`src/cfg_word_pkg.sv`:
```
package cfg_word_pkg;

   // Register byte offsets on the bus
   localparam logic [4:0] OFS_WORD_TWO      = 5'h00;
   localparam logic [4:0] OFS_WORD_PROTECT  = 5'h04;
   localparam logic [4:0] OFS_WORD_LOWPOWER = 5'h08;
   localparam logic [4:0] OFS_STATUS        = 5'h0C;
   localparam logic [4:0] OFS_CONTROL       = 5'h10;

   // Index of each word in nonvolatile storage
   localparam logic [1:0] IDX_WORD_TWO      = 2'h1;
   localparam logic [1:0] IDX_WORD_PROTECT  = 2'h2;
   localparam logic [1:0] IDX_WORD_LOWPOWER = 2'h3;

   // Erased values used until the first load completes
   localparam logic [15:0] RST_WORD_TWO      = 16'hFFFB;
   localparam logic [15:0] RST_WORD_PROTECT  = 16'hFFFF;
   localparam logic [15:0] RST_WORD_LOWPOWER = 16'hFFFF;
   localparam logic [7:0]  UNIMPL_UPPER      = 8'hFF;

   // Word two field positions
   localparam int P_WDT_MUX    = 13;
   localparam int P_CLKOUT_SEL = 5;
   localparam int P_WDT_CLK    = 3;
   localparam int P_POSC_MODE  = 0;
   // Word protect field positions
   localparam int P_SEG_END    = 15;
   localparam int P_CFG_PROT   = 14;
   localparam int P_SEG_DIS    = 13;
   localparam int P_BOR_EN     = 12;
   localparam int P_WIN_WIDTH  = 9;
   localparam int P_SECONDARY_OSC_SEL   = 8;
   localparam int P_BOUNDARY   = 0;
   // Word lowpower field positions
   localparam int P_ONEWAY     = 15;
   localparam int P_I2C_ROUTE  = 14;
   localparam int P_PLL_DIV    = 10;
   localparam int P_RTC_BAT    = 9;
   localparam int P_DS_SWCTL   = 8;
   localparam int P_DSWDT_EN   = 7;
   localparam int P_DS_BOR     = 6;
   localparam int P_DSWDT_CLK  = 5;
   localparam int P_DSWDT_PS   = 0;
   // Control and status bit positions
   localparam int P_CTL_DS_REQ = 0;
   localparam int P_CTL_LOCK   = 1;
   localparam int P_STS_LOADED = 0;
   localparam int P_STS_LOCK   = 1;

   // Page geometry of program memory
   localparam logic [6:0] LAST_PAGE      = 7'h7F;
   localparam int         PAGE_WORD_BITS = 9;
   localparam logic [5:0] DSWDT_EXP_BASE = 6'h05;

   typedef enum logic [1:0] {POSC_EXT_CLOCK, POSC_STD_XTAL, POSC_HS_XTAL, POSC_OFF} posc_mode_t;
   typedef enum logic [1:0] {PIN_PORT_IO, PIN_INSTR_CLOCK, PIN_OSCILLATOR} clkout_mode_t;
   typedef enum logic [1:0] {WCLK_LOW_POWER_RC, WCLK_FAST_RC, WCLK_SECONDARY, WCLK_SYSTEM}
      wdt_clock_t;
   typedef enum logic [1:0] {PH_FETCH, PH_WAIT, PH_RUN} load_phase_t;

   typedef struct packed {
      logic        cyc;
      logic        stb;
      logic        we;
      logic [4:0]  adr;
      logic [3:0]  sel;
      logic [31:0] dat;
   } wb_req_t;

   typedef struct packed {
      logic        ack;
      logic [31:0] dat;
   } wb_rsp_t;

   typedef struct packed {
      clkout_mode_t clkout_pin_select;
      wdt_clock_t   watchdog_clock;
      posc_mode_t   primary_osc_mode;
      logic         secondary_osc_crystal;
      logic         secondary_clock_digital;
      logic         brownout_active;
      logic [2:0]   window_eighths;
   } osc_cfg_t;

   typedef struct packed {
      logic        segment_enable;
      logic [23:0] segment_low_addr;
      logic [23:0] segment_high_addr;
      logic        config_page_locked;
   } protect_cfg_t;

   typedef struct packed {
      logic       pinselect_oneway_lock;
      logic       pinselect_lock;
      logic       i2c_two_pin_route;
      logic       pll_enable;
      logic       pll_reserved;
      logic [3:0] pll_divisor;
      logic       battery_rtc_run;
      logic       deep_sleep_allowed;
      logic       deep_sleep_wdog_enable;
      logic       deep_sleep_wdog_low_power_rc_osc;
      logic [5:0] deep_sleep_wdog_exp;
   } lowpwr_cfg_t;

endpackage

```
`src/config_word_decoder.sv`:
```
// What this block does
// Reload all words each reset before use
// Modes 11/00: pin gives Fosc/2 or port
// Modes 10/01: pin belongs to oscillator
// Mux on: select field picks watchdog clock
// Mux off: watchdog always on low-power RC
// Code 10: fast RC if windowed, awake and system clock not LOW_POWER_RC_OSC, else LOW_POWER_RC_OSC
// Decode primary oscillator mode field
// End select sets segment bounds from boundary
// Config page protect needs segment enabled
// End select or last boundary protects config
// Boundary is page of 512 words
// Brown-out enable outside deep sleep
// Window width 25/37.5/50/75 percent
// Secondary crystal or digital clock input
// One-way lock blocks clearing pin-select lock
// I2C route bit, forced 1 on small package
// PLL prescaler decode to 4 MHz input
// RTC runs on battery when bit set
// Deep sleep only with software control bit
// Deep sleep watchdog enable and clock
// Deep sleep brown-out bit
// Deep sleep postscale exponent code plus five
// Upper byte of each word reads ones
// Stored words held until next reset
//
// The register addresses and the Wishbone interface to the registers were left to the implementer.
`timescale 1ns/1ns
module config_word_decoder (
   input  wire logic                        clk_i,
   input  wire logic                        rst_i,
   input  wire cfg_word_pkg::wb_req_t       wb_req_i,
   output      cfg_word_pkg::wb_rsp_t       wb_rsp_o,
   output      logic                        nvm_req_o,
   output      logic [1:0]                  nvm_index_o,
   input  wire logic                        nvm_ack_i,
   input  wire logic [23:0]                 nvm_data_i,
   input  wire logic                        large_package_i,
   input  wire logic                        sleep_i,
   input  wire logic                        deep_sleep_i,
   input  wire logic                        windowed_wdt_i,
   input  wire logic                        sysclk_is_low_power_rc_osc_i,
   input  wire logic                        pps_unlocked_i,
   output      logic                        config_valid_o,
   output      cfg_word_pkg::osc_cfg_t      osc_cfg_o,
   output      cfg_word_pkg::protect_cfg_t  protect_cfg_o,
   output      cfg_word_pkg::lowpwr_cfg_t   lowpwr_cfg_o
);
   import cfg_word_pkg::*;

   typedef struct packed {
      load_phase_t  phase;
      logic [1:0]   index;
      logic [15:0]  word_two;
      logic [15:0]  word_protect;
      logic [15:0]  word_lowpower;
      logic         loaded;
      logic         nvm_req;
      logic         pkg_meta;
      logic         pkg_sync;
      logic         large_pkg;
      logic         ds_request;
      wb_rsp_t      rsp;
      osc_cfg_t     osc;
      protect_cfg_t prot;
      lowpwr_cfg_t  lowp;
   } state_t;

   state_t st;
   state_t next_st;

   // Primary oscillator mode decode
   function automatic posc_mode_t posc_decode(input logic [1:0] code);
      unique case (code)
         2'b11:   posc_decode = POSC_OFF;
         2'b10:   posc_decode = POSC_HS_XTAL;
         2'b01:   posc_decode = POSC_STD_XTAL;
         default: posc_decode = POSC_EXT_CLOCK;
      endcase
   endfunction

   // Open window width in eighths of the period
   function automatic logic [2:0] window_decode(input logic [1:0] code);
      unique case (code)
         2'b11:   window_decode = 3'h2;
         2'b10:   window_decode = 3'h3;
         2'b01:   window_decode = 3'h4;
         default: window_decode = 3'h6;
      endcase
   endfunction

   // Prescaler divisor for a 4 MHz PLL input, zero where unused
   function automatic logic [3:0] pll_divisor(input logic [3:0] code);
      unique case (code)
         4'h7:    pll_divisor = 4'hC;
         4'h6:    pll_divisor = 4'h8;
         4'h5:    pll_divisor = 4'h6;
         4'h4:    pll_divisor = 4'h5;
         4'h3:    pll_divisor = 4'h4;
         4'h2:    pll_divisor = 4'h3;
         4'h1:    pll_divisor = 4'h2;
         4'h0:    pll_divisor = 4'h1;
         default: pll_divisor = 4'h0;
      endcase
   endfunction

   // Page number to first word address of that page
   function automatic logic [23:0] page_base(input logic [6:0] page);
      page_base = {8'h00, page, 9'h000};
   endfunction

   // Bus read view of a stored word, unimplemented byte reads ones
   function automatic logic [31:0] word_view(input logic [15:0] w);
      word_view = {8'h00, UNIMPL_UPPER, w};
   endfunction

   logic [1:0] posc_f;
   logic [1:0] wclk_f;
   logic [6:0] bound_f;
   logic       bus_hit;
   logic       bus_write;

   // Field slices of the stored words
   assign posc_f    = st.word_two[P_POSC_MODE +: 2];
   assign wclk_f    = st.word_two[P_WDT_CLK +: 2];
   assign bound_f   = st.word_protect[P_BOUNDARY +: 7];
   assign bus_hit   = wb_req_i.cyc & wb_req_i.stb & ~st.rsp.ack;
   assign bus_write = bus_hit & wb_req_i.we;

   // Next-state logic: loader, decode, bus slave
   always_comb begin
      next_st = st;

      // Strap synchroniser, sampled once the words are in
      next_st.pkg_meta = large_package_i;
      next_st.pkg_sync = st.pkg_meta;

      // Load sequence reads each word once per reset
      unique case (st.phase)
         PH_FETCH: begin
            next_st.phase = PH_WAIT;
         end
         PH_WAIT: begin
            if (nvm_ack_i) begin
               unique case (st.index)
                  IDX_WORD_TWO:     next_st.word_two      = nvm_data_i[15:0];
                  IDX_WORD_PROTECT: next_st.word_protect  = nvm_data_i[15:0];
                  default:          next_st.word_lowpower = nvm_data_i[15:0];
               endcase
               if (st.index == IDX_WORD_LOWPOWER) begin
                  next_st.phase     = PH_RUN;
                  next_st.large_pkg = st.pkg_sync;
               end else begin
                  next_st.index = st.index + 2'h1;
                  next_st.phase = PH_FETCH;
               end
            end
         end
         PH_RUN: begin
            next_st.phase  = PH_RUN; // Words frozen until the next reset
            next_st.loaded = 1'b1; // Valid only once outputs show the last word
         end
      endcase
      next_st.nvm_req = (next_st.phase == PH_WAIT); // Request straight from a flop

      // Clock-out pin use
      if (posc_f == 2'b10 || posc_f == 2'b01) begin
         next_st.osc.clkout_pin_select = PIN_OSCILLATOR;
      end else if (st.word_two[P_CLKOUT_SEL]) begin
         next_st.osc.clkout_pin_select = PIN_INSTR_CLOCK;
      end else begin
         next_st.osc.clkout_pin_select = PIN_PORT_IO;
      end

      // Watchdog clock source, follows sleep and system clock state
      if (!st.word_two[P_WDT_MUX]) begin
         next_st.osc.watchdog_clock = WCLK_LOW_POWER_RC;
      end else begin
         unique case (wclk_f)
            2'b11: next_st.osc.watchdog_clock = WCLK_LOW_POWER_RC;
            2'b10: begin
               if (windowed_wdt_i && !sysclk_is_low_power_rc_osc_i && !sleep_i) begin
                  next_st.osc.watchdog_clock = WCLK_FAST_RC;
               end else begin
                  next_st.osc.watchdog_clock = WCLK_LOW_POWER_RC;
               end
            end
            2'b01: next_st.osc.watchdog_clock = WCLK_SECONDARY;
            2'b00: begin
               next_st.osc.watchdog_clock = sleep_i ? WCLK_LOW_POWER_RC
                                                    : WCLK_SYSTEM;
            end
         endcase
      end

      next_st.osc.primary_osc_mode = posc_decode(posc_f);

      // Secondary oscillator circuit or digital clock input
      next_st.osc.secondary_osc_crystal   = st.word_protect[P_SECONDARY_OSC_SEL];
      next_st.osc.secondary_clock_digital = ~st.word_protect[P_SECONDARY_OSC_SEL];

      // Brown-out: main enable outside deep sleep, own bit inside
      if (deep_sleep_i) begin
         next_st.osc.brownout_active = st.word_lowpower[P_DS_BOR];
      end else begin
         next_st.osc.brownout_active = st.word_protect[P_BOR_EN];
      end

      next_st.osc.window_eighths = window_decode(st.word_protect[P_WIN_WIDTH +: 2]);

      // Protected segment bounds in word addresses
      next_st.prot.segment_enable = ~st.word_protect[P_SEG_DIS];
      if (st.word_protect[P_SEG_END]) begin
         next_st.prot.segment_low_addr  = page_base(bound_f);
         next_st.prot.segment_high_addr = page_base(LAST_PAGE)
                                          | 24'h0001FF;
      end else begin
         next_st.prot.segment_low_addr  = 24'h000000;
         next_st.prot.segment_high_addr = page_base(bound_f) | 24'h0001FF;
      end

      // Configuration page lock
      next_st.prot.config_page_locked = ~st.word_protect[P_SEG_DIS]
                                        & (~st.word_protect[P_CFG_PROT]
                                           | st.word_protect[P_SEG_END]
                                           | (bound_f == LAST_PAGE));

      // Pin routing and PLL prescaler
      next_st.lowp.pinselect_oneway_lock = st.word_lowpower[P_ONEWAY];
      next_st.lowp.i2c_two_pin_route     = st.large_pkg ? st.word_lowpower[P_I2C_ROUTE]
                                                        : 1'b1;
      next_st.lowp.pll_divisor  = pll_divisor(st.word_lowpower[P_PLL_DIV +: 4]);
      next_st.lowp.pll_enable   = st.word_lowpower[P_PLL_DIV +: 4] != 4'hF;
      next_st.lowp.pll_reserved = st.word_lowpower[P_PLL_DIV + 3]
                                  & (st.word_lowpower[P_PLL_DIV +: 4] != 4'hF);

      // Battery, deep sleep and deep sleep watchdog
      next_st.lowp.battery_rtc_run    = st.word_lowpower[P_RTC_BAT];
      next_st.lowp.deep_sleep_allowed = st.word_lowpower[P_DS_SWCTL]
                                        & st.ds_request;
      next_st.lowp.deep_sleep_wdog_enable = st.word_lowpower[P_DSWDT_EN];
      next_st.lowp.deep_sleep_wdog_low_power_rc_osc   = st.word_lowpower[P_DSWDT_CLK];
      next_st.lowp.deep_sleep_wdog_exp    = {1'b0, st.word_lowpower[P_DSWDT_PS +: 5]}
                                            + DSWDT_EXP_BASE;

      // Bus slave: one-cycle ack, every address answered
      next_st.rsp.ack = bus_hit;
      next_st.rsp.dat = 32'h00000000;
      if (bus_hit && !wb_req_i.we) begin
         unique case (wb_req_i.adr)
            OFS_WORD_TWO:      next_st.rsp.dat = word_view(st.word_two);
            OFS_WORD_PROTECT:  next_st.rsp.dat = word_view(st.word_protect);
            OFS_WORD_LOWPOWER: next_st.rsp.dat = word_view(st.word_lowpower);
            OFS_STATUS: begin
               next_st.rsp.dat[P_STS_LOADED] = st.loaded;
               next_st.rsp.dat[P_STS_LOCK]   = st.lowp.pinselect_lock;
            end
            OFS_CONTROL: begin
               next_st.rsp.dat[P_CTL_DS_REQ] = st.ds_request;
               next_st.rsp.dat[P_CTL_LOCK]   = st.lowp.pinselect_lock;
            end
            default: next_st.rsp.dat = 32'h00000000;
         endcase
      end

      // Control writes: deep sleep request and pin-select lock
      if (bus_write && wb_req_i.adr == OFS_CONTROL && wb_req_i.sel[0]) begin
         next_st.ds_request = wb_req_i.dat[P_CTL_DS_REQ];
         if (pps_unlocked_i && st.loaded) begin
            if (wb_req_i.dat[P_CTL_LOCK]) begin
               next_st.lowp.pinselect_lock = 1'b1;
            end else if (!st.word_lowpower[P_ONEWAY]) begin
               next_st.lowp.pinselect_lock = 1'b0;
            end
         end
      end
   end

   // State register
   always_ff @(posedge clk_i) begin
      if (rst_i) begin
         st               <= '0;
         st.phase         <= PH_FETCH;
         st.index         <= IDX_WORD_TWO;
         st.word_two      <= RST_WORD_TWO;
         st.word_protect  <= RST_WORD_PROTECT;
         st.word_lowpower <= RST_WORD_LOWPOWER;
         st.large_pkg     <= 1'b1;
      end else begin
         st <= next_st;
      end
   end

   // Outputs straight from state; decoded values not gated by load done
   assign wb_rsp_o       = st.rsp;
   assign nvm_req_o      = st.nvm_req;
   assign nvm_index_o    = st.index;
   assign config_valid_o = st.loaded;
   assign osc_cfg_o      = st.osc;
   assign protect_cfg_o  = st.prot;
   assign lowpwr_cfg_o   = st.lowp;

endmodule

```
`config.mk`:
```
export PLATFORM = sky130hd
export DESIGN_NAME = config_word_decoder
export DESIGN_NICKNAME = d
export VERILOG_FILES = /design/src/cfg_word_pkg.sv /design/src/config_word_decoder.sv
export SDC_FILE = /design/constraint.sdc
export NUM_CORES = 1
export LEC_CHECK = 0
export BUFFER_PORTS_ARGS = -buffer_cell sky130_fd_sc_hd__buf_2
export CAP_MARGIN = 20
export CORE_MARGIN = 4
export CORE_UTILIZATION = 40
export CTS_BUF_LIST = sky130_fd_sc_hd__clkbuf_4
export DETAILED_ROUTE_END_ITERATION = 6
export PLACE_DENSITY_LB_ADDON = 0.05
export SLEW_MARGIN = 5
export SYNTH_ARGS = -nofsm -noshare
export SYNTH_HDL_FRONTEND = slang
export SYNTH_SLANG_ARGS = --single-unit
```
`constraint.sdc`:
```
create_clock -name clk_i -period 2.04 [get_ports clk_i]
set_clock_uncertainty 0.15 [all_clocks]
set_input_delay 0.306 -clock clk_i [delete_from_list [all_inputs] [get_ports clk_i]]
set_output_delay 0.306 -clock clk_i [all_outputs]
set_load 0.1 [all_outputs]
```
======== Word level (Yosys, flattened, before mapping) ========
Memory sizes are Yosys's and may differ from the RTL's. A register that Yosys moved wholly into a read port is not among the register bits.
Index checks and enable logic that the tools add are counted.
word-level totals
  flip-flop bits (word level) ............. 168
  bits in writable memories ............... 0
  bits in latches ......................... 0
  ROM bits ................................ 32
  memories ................................ 1
  output and inout port bits .............. 118
cells by class
  $add $sub $neg .......................... 2
  $mul .................................... 0
  muxes and demuxes ....................... 21
  order comparisons ....................... 0
  reductions and logical operators ........ 25
  eq/ne operators ......................... 22
  divide/modulo/power cells ............... 0
  shift-type cells ........................ 0
  bitwise logic cells ..................... 17
memories
  name             depth  bits a word  rd ports  clocked after memory_dff  write ports  line                       text
  (no name shown)  8      4            1         1                         0            config_word_decoder.sv:94  unique case (code)
operators by type and width
  kind                   count
  $pmux W22 S3           1
  $mux W16               4
  $mux W52               1
  $eq A2 B2 Y1 const B   9
  $reduce_and A3 Y1      6
  $eq A2 B1 Y1 const B   6
  $pmux W2 S3            2
  $reduce_or A2 Y1       6
  $eq A5 B4 Y1 const B   2
  $pmux W2 S5            1
  $not A1 Y1             9
  $pmux W3 S3            1
  $mux W2                4
  $pmux W2 S4            1
  $eq A7 B7 Y1 const B   1
  $add A5 B3 Y6 const B  1
  $and A1 B1 Y1          6
  $logic_and A1 B1 Y1    6
  $mux W1                6
  $eq A5 B3 Y1 const B   1
  $eq A5 B5 Y1 const B   1
  $logic_not A5 Y1       1
  $logic_not A2 Y1       2
  $ne A4 B4 Y1 const B   1
  5 further kinds        8

======== Depth between registers and ports, before layout ========
Gate-level depths: netlist of run 1.
  depth in word-level cells ............... 6
  mapped depth ............................ 8

======== Least setup slack after synthesis of run 1 ========
Ideal clock, no wire load.
  kind .................................... register -> register
  start point ............................. register st (netlist bit nvm_index_o[0])
  end point ............................... register st[130] in the netlist's numbering
  clock period less this slack ............ 1.809 ns
  required time ........................... 1.749 ns
  arrival ................................. 1.518 ns
  path slack .............................. 0.231 ns
  cell stages (with the launch flop) ...... 7
  setup time .............................. 0.141 ns
  buffers on the path ..................... 2
  path through ............................ dfxtp_1 -> inv_1 -> ha_1 -> and3_1 -> clkbuf_1 -> clkbuf_1 -> o211ai_1
on the way
  longest elaborated chain between the ends .. 4
  elaborated cells on any way between the ends .. 5
RTL lines
  element                                              line                        text
  start: declaration                                   config_word_decoder.sv:69   state_t st;
  start signal: assignment                             config_word_decoder.sv:290  st <= next_st;
  $eq A2 B2 Y1 / $eq A2 B1 Y1 (equally long branches)  config_word_decoder.sv:145  unique case (st.index)
  $reduce_or A2 Y1 (no source line) *                  -
  $not A1 Y1 (no source line) *                        -
  $reduce_and A3 Y1 (no source line) *                 -
Every way passes the cells marked *; elsewhere a longest branch is shown, timed or not.
A chain may end at the register's enable or synchronous reset.

==> impl_metrics.yaml, run 1 <==
status:
  status: "finished clean"
clock_network:
  cts_tree: "done"
  clk_latency_ns: 0.51
  cts.sinks: 124
  path_clk_slew_ns: 0.10
  cts-root-buf: "clkbuf_4"
  cts_htree_levels: 4
  numCtsBuffers: 17
  clock_path_buffers: 2
timing:
  hold_viol: 0
  post-route-min-period_ns: 1.93
  fmax_mhz: 518
  finalSetupViolations: 0
  rsz0062_at_grt: "false"
  worst_slack_ns: 0.111
  tns_ns: 0
  slew_violations: 0
  finalCritPeriodShare: 0.946
floorplanning:
  dieArea_sq_mm: 0.0153
  die_height_microns: 124
  io_pins: 195
  rows: 42
  dieWidth_microns: 124
  core_sq_mm: 0.0132
  initial_core_util: 0.406
route:
  avgViaCountPerCell: 4.53
  ant_nets: 0
  drt-wirelength-per-cell_microns: 14.2
  drtPass1Iterations: 6
  drt_iter0_markers: 224
  via_count: 3951
  drc_errors: 0
  wl_microns: 12400
yosys:
  syn_area_sq_mm: 0.00536
  ys_seq_elements: 124
  async_reset_ff_frac: 0
  ys_types: 43
  synth_top_cell_area_share: 0.463
  synth_cells: 614
  ys_top_cells_by_area: "dfxtp_1 (46%), buf_4 (16%), nand2_1 (8.1%), nand3_1 (4.5%), ha_1 (3.0%)"
  netlist_top_cells_count: "dfxtp_1 (124), buf_4 (117), nand2_1 (116)"
  syn_avg_cell_area_sq_um: 8.72
  synth_edf_count: 0
  yosysTopAreaCell: "dfxtp_1"
  synth_warnings: 0
  synth_most_common_cell: "dfxtp_1"
  synthFlopType: "dfxtp_1"
  ys_seq_area_frac: 0.463
hold_path:
  worstHoldPathType: "in -> reg"
  holdCritStartpoint: "wb_req_i[39]"
global_routing:
  antenna_found_initial: 0
  grt_pass1_vias: 3567
  busiest_layer: "met2"
  gr-usage-met1: 0.217
  overflow: 0
  gr-usage-all-layers: 0.167
  grt_pass1_wl_microns: 19000
  use_met2: 0.263
  grt_max_degree: 24
  met3_usage: 0.0468
placement:
  place_ws_ns: 0.174
  place.gp.congestion: 0.765
  dp_hpwl_microns: 8470
  port_buffers: 120
critical_path:
  r2r-end: "wb_rsp_o[1]$_SDFF_PP0_"
  worstPathArrival_ns: 2.24
  critPathLaunch: "rst_i"
  critPathKind: "in -> reg"
  cp-start-kind: "input port"
  crit_path_end_kind: "register"
  rr_worst_depth: 5
  cp_max_fo: 22
  crit_end: "lowpwr_cfg_o[17]$_SDFFE_PP0P_"
  crit_required_ns: 2.35
  rr_startpoint: "wb_rsp_o[32]$_SDFF_PP0_"
  r2r_setup_slack_ns: 0.15
finish:
  area_growth_pct: 12.0
  layout-drive-gt1-share: 0.268
  num-nets-final: 777
  n_antenna_cell: 0
  fillers: 1356
power_and_ir_drop:
  vdd_drop_max_mv: 0.363
  p_leak_nw: 2.90
  p_per_area_mw_per_mm2: 872
job:
  cap_violations: 0
[sequential cells by signal, indices dropped and copies added (netlist names)]
| register | count |
|---|---|
| nvm_req_o | 1 |
| posc_f | 2 |
| wb_rsp_o | 18 |
| nvm_index_o | 2 |
| config_valid_o | 1 |
| osc_cfg_o | 12 |
| st | 39 |
| protect_cfg_o | 17 |
| next_st | 6 |
| lowpwr_cfg_o | 19 |
| bound_f | 7 |
[layout make-up]
type	instances	area, sq um	area share
tap	176	220	0.0367
inverter	13	52.6	0.00876
clock buffer	25	188	0.0313
timing repair buffer	169	1060	0.177
multi-input combinational	362	1950	0.325
clock inverter	4	43.8	0.00730
sequential	124	2480	0.414
[critical path: stages]
cell           delay (ns)
dlygate4sd3_1        0.55
buf_2                0.17
buf_4                0.22
nor2_1               0.16
nand2_1              0.09
o31ai_2              0.17
dlygate4sd3_1        0.57
[worst min path at each step]
stage / end / slack, ns / depth (start not counted)
floorplan: osc_cfg_o[8]$_SDFF_PP0_ / 0.24 / 1
global placement: st[116]$_SDFF_PP0_ / 0.27 / 1
global route: wb_rsp_o[0]$_SDFF_PP0_ / 0.01 / 3
finish: wb_rsp_o[0]$_SDFF_PP0_ / 0.06 / 3
CTS: wb_rsp_o[0]$_SDFF_PP0_ / 0.0004 / 3
detailed placement: st[115]$_SDFFE_PP1P_ / 0.28 / 2
[kinds of logic (layout without fill, tap and decap cells)]
group / count (synthesis) / in the layout / share of synthesized area
flip-flops: 124 / 124 / 0.463
buffers and inverters: 160 / 211 / 0.197
AND/OR/NAND/NOR: 248 / 248 / 0.214
other: 1 / 33 / 0.000700
adder cells (fa/ha/maj): 13 / 13 / 0.0304
multiplexers: 6 / 6 / 0.0114
AO/OA/AOI/OAI: 58 / 58 / 0.0762
XOR/XNOR: 4 / 4 / 0.00654
[routing by layer]
| layer | share of wire | routed length (microns) |
|---|---|---|
| met1 | 0.46 | 5710 |
| met2 | 0.46 | 5680 |
| met3 | 0.066 | 818 |
| met4 | 0.015 | 187 |
| met5 | 0 | 0 |
[power by group]
group	internal [mW]	switching [mW]
Clock	0.687	0.802
Sequential	2.52	0.0585
Combinational	0.215	0.953
Total	3.42	1.81
[what timing repair did]
action                     CTS  global route
buffers inserted             0             2
resized for setup            0             4
hold endpoints to repair    57             0
setup endpoints to repair    0             3
hold buffers                28             0
[layout by cell type, fill, tap and decap left out, types with 2 or more instances in the layout]
cell type	synthesis	layout
nor3_1	12	12
nor3b_4	2	2
nor2_1	35	35
buf_4	117	19
xor2_1	3	3
dfxtp_1	124	124
buf_12	0	2
nand2_1	116	116
ha_1	13	13
clkbuf_4	0	25
mux2i_1	5	5
a22oi_1	16	16
nor2b_1	12	12
dlygate4sd3_1	0	28
nand3_1	48	48
and3_1	5	4
clkinv_2	0	2
conb_1	1	33
a21oi_2	9	9
a31oi_1	3	3
and2_1	9	9
o21ai_0	4	4
o211ai_1	7	7
inv_1	12	12
a21oi_1	12	12
buf_2	8	120
[stage by stage]
| step | util | power, mW | cells | instance area, sq um | hold WS, ns |
|---|---|---|---|---|---|
| 3_5_place_dp | 0.414 | 3.76 | 814 | 5460 | 0.282 |
| 2_1_floorplan | - | 3.70 | 646 | 5480 | 0.245 |
| 3_3_place_gp | 0.414 | 3.75 | 814 | 5460 | 0.266 |
| 5_1_grt | 0.455 | 5.49 | 873 | 6000 | 0.0113 |
| 4_1_cts | 0.452 | 5.31 | 871 | 5970 | 0.000395 |
| 6_report | 0.455 | 5.23 | 873 | 6000 | 0.0632 |
No activity file was read; power rests on OpenSTA's default activity.
==> run 2: changes to the inputs <==
==> constraint.sdc (replaced) <==
create_clock -name clk_i -period 2.3 [get_ports clk_i]
set_clock_uncertainty 0.15 [all_clocks]
set_input_delay 0.345 -clock clk_i [delete_from_list [all_inputs] [get_ports clk_i]]
set_output_delay 0.345 -clock clk_i [all_outputs]
set_load 0.1 [all_outputs]
==> run 2 against run 1 <==
Flip-flop and latch count unchanged. Cell count decreased by 0.46%. Global-route usage decreased by 0.47 points. Register-to-register slack got worse by 0.06 ns. Sequential power decreased by 11%. Hold slack improved by 0.047 ns. Final area decreased by 1.2%. Largest power group unchanged. Highest routed layer unchanged.
==> impl_metrics.yaml, run 2 (same netlist as run 1, synthesis figures left out) <==
status:
  status: "finished clean"
timing:
  finalSetupViolations: 0
  hold_viol: 0
  slew_headroom: 0.471
  slew_violations: 0
  rsz0062_at_grt: "false"
  tns_ns: 0
  finalCritPeriodShare: 0.982
  fmax_mhz: 443
  post-route-min-period_ns: 2.26
  fin_hold_ws_ns: 0.110
  worst_pin_slew_ns: 0.793
clock_network:
  cts_tree: "done"
  clock_path_buffers: 2
  cts.sinks: 124
  cts_htree_levels: 4
  cts-root-buf: "clkbuf_4"
  clk_latency_ns: 0.52
  post_cts_resize_count: 0
  numCtsBuffers: 17
  path_clk_slew_ns: 0.10
global_routing:
  antenna_found_initial: 0
  grt_max_degree: 29
  overflow: 0
  gr-usage-all-layers: 0.162
  grt_pass1_wl_microns: 18600
  grt_pass1_vias: 3538
floorplanning:
  rows: 42
  die_height_microns: 124
  core_sq_mm: 0.0132
  dieArea_sq_mm: 0.0153
  dieWidth_microns: 124
  io_pins: 195
  initial_core_util: 0.406
critical_path:
  cp_cell_sequence: "dlygate4sd3_1 -> buf_2 -> nand3b_1 -> dlygate4sd3_1 -> nor2_1 -> nand2_1 -> o31ai_1 -> dlygate4sd3_1"
  crit_path_end_kind: "register"
  crit_top_cell: "dlygate4sd3_1"
  critPathKind: "in -> reg"
  cp_slowest_cell: "dlygate4sd3_1"
  critPathTopFamily: "buffers and inverters"
  cp_max_fo: 2
  critPathLaunch: "wb_req_i[42]"
  rr_startpoint: "wb_rsp_o[32]$_SDFF_PP0_"
  crit_required_ns: 2.61
  cp_slowest_stage_delay_ns: 0.58
  cp-start-kind: "input port"
  worstPathArrival_ns: 2.57
  crit_buf_inv: 4
hold_path:
  holdCritStartpoint: "nvm_ack_i"
  worstHoldPathType: "in -> reg"
placement:
  port_buffers: 120
  place.gp.congestion: 0.780
  dp_hpwl_microns: 8260
route:
  avgViaCountPerCell: 4.51
  drtPass1Iterations: 4
  via_count: 3917
  ant_nets: 0
  drt_iter0_markers: 207
  drt-wirelength-per-cell_microns: 14.0
  drc_errors: 0
  wl_microns: 12200
finish:
  area_growth_pct: 10.7
  largest_reg_flops: 39
  layout_commonest_cell: "dfxtp_1"
  regMostFlops: "st"
  fillers: 1361
  num-nets-final: 770
  layout-drive-gt1-share: 0.254
  n_antenna_cell: 0
  mostFrequentLayoutCells: "dfxtp_1 (124), buf_2 (120), nand2_1 (116)"
power_and_ir_drop:
  p_leak_nw: 2.85
  p_per_area_mw_per_mm2: 796
  total_power_mw: 4.72
  vdd_drop_max_mv: 0.362
job:
  cap_violations: 0
-- run 2: cell count changes in the layout (fill, tap and decap cells not counted), moves of 2 or more --
cell,delta
clkinv_1,+5
clkbuf_4,-8
clkinv_2,+2
clkinvlp_4,+2
buf_4,-4
buf_12,-2
-- run 2: final timing paths --
path / cells after the start / slack [ns] / endpoint
worst max-delay path: 8 / 0.04 / lowpwr_cfg_o[17]$_SDFFE_PP0P_
worst min-delay path: 4 / 0.11 / st[115]$_SDFFE_PP1P_
worst max register to register: 6 / 0.09 / lowpwr_cfg_o[17]$_SDFFE_PP0P_
worst min register to register: 1 / 0.30 / lowpwr_cfg_o[16]$_SDFF_PP0_
-- run 2: worst min-delay path: stages --
cell and delay (ns):
buf_2 0.16, nand3_1 0.11, mux2i_1 0.07, nand2_1 0.06
-- run 2: report_power, final --
part | switching, mW | internal [mW]
combinational | 0.838 | 0.182
clock | 0.791 | 0.620
sequential | 0.0525 | 2.23
-- run 2: timing repair --
item,in CTS,in global routing
endpoints found under the hold margin,57,0
hold buffers,27,0
endpoints found under the setup margin,0,1
setup buffers,0,1
-- run 2: per-layer routing --
| layer | share of wire | vias up | GRT usage |
|---|---|---|---|
| li1 | - | 1992 | - |
| met1 | 0.46 | 1796 | 0.210 |
| met2 | 0.47 | 121 | 0.260 |
| met3 | 0.061 | 8 | 0.0431 |
| met4 | 0.0077 | 0 | 0.0623 |
| met5 | 0 | - | 0 |
-- run 2: area by class of cell --
cell class	count	area, sq um	area share
clock buffer	17	128	0.0215
timing repair buffer	162	983	0.166
multi-input combinational	362	1940	0.327
inverter	13	48.8	0.00823
sequential	124	2480	0.419
clock inverter	15	130	0.0219
tap	176	220	0.0371
-- run 2: stage by stage --
stage	std cells	instance area (sq um)	setup WS, ns	util
finish	869	5930	0.0404	0.450
global route	869	5930	0.0283	0.450
CTS	868	5920	0.0434	0.449
detailed placement	809	5390	0.339	0.409
global placement	809	5390	0.356	0.409
floorplan	646	5480	0.491	-
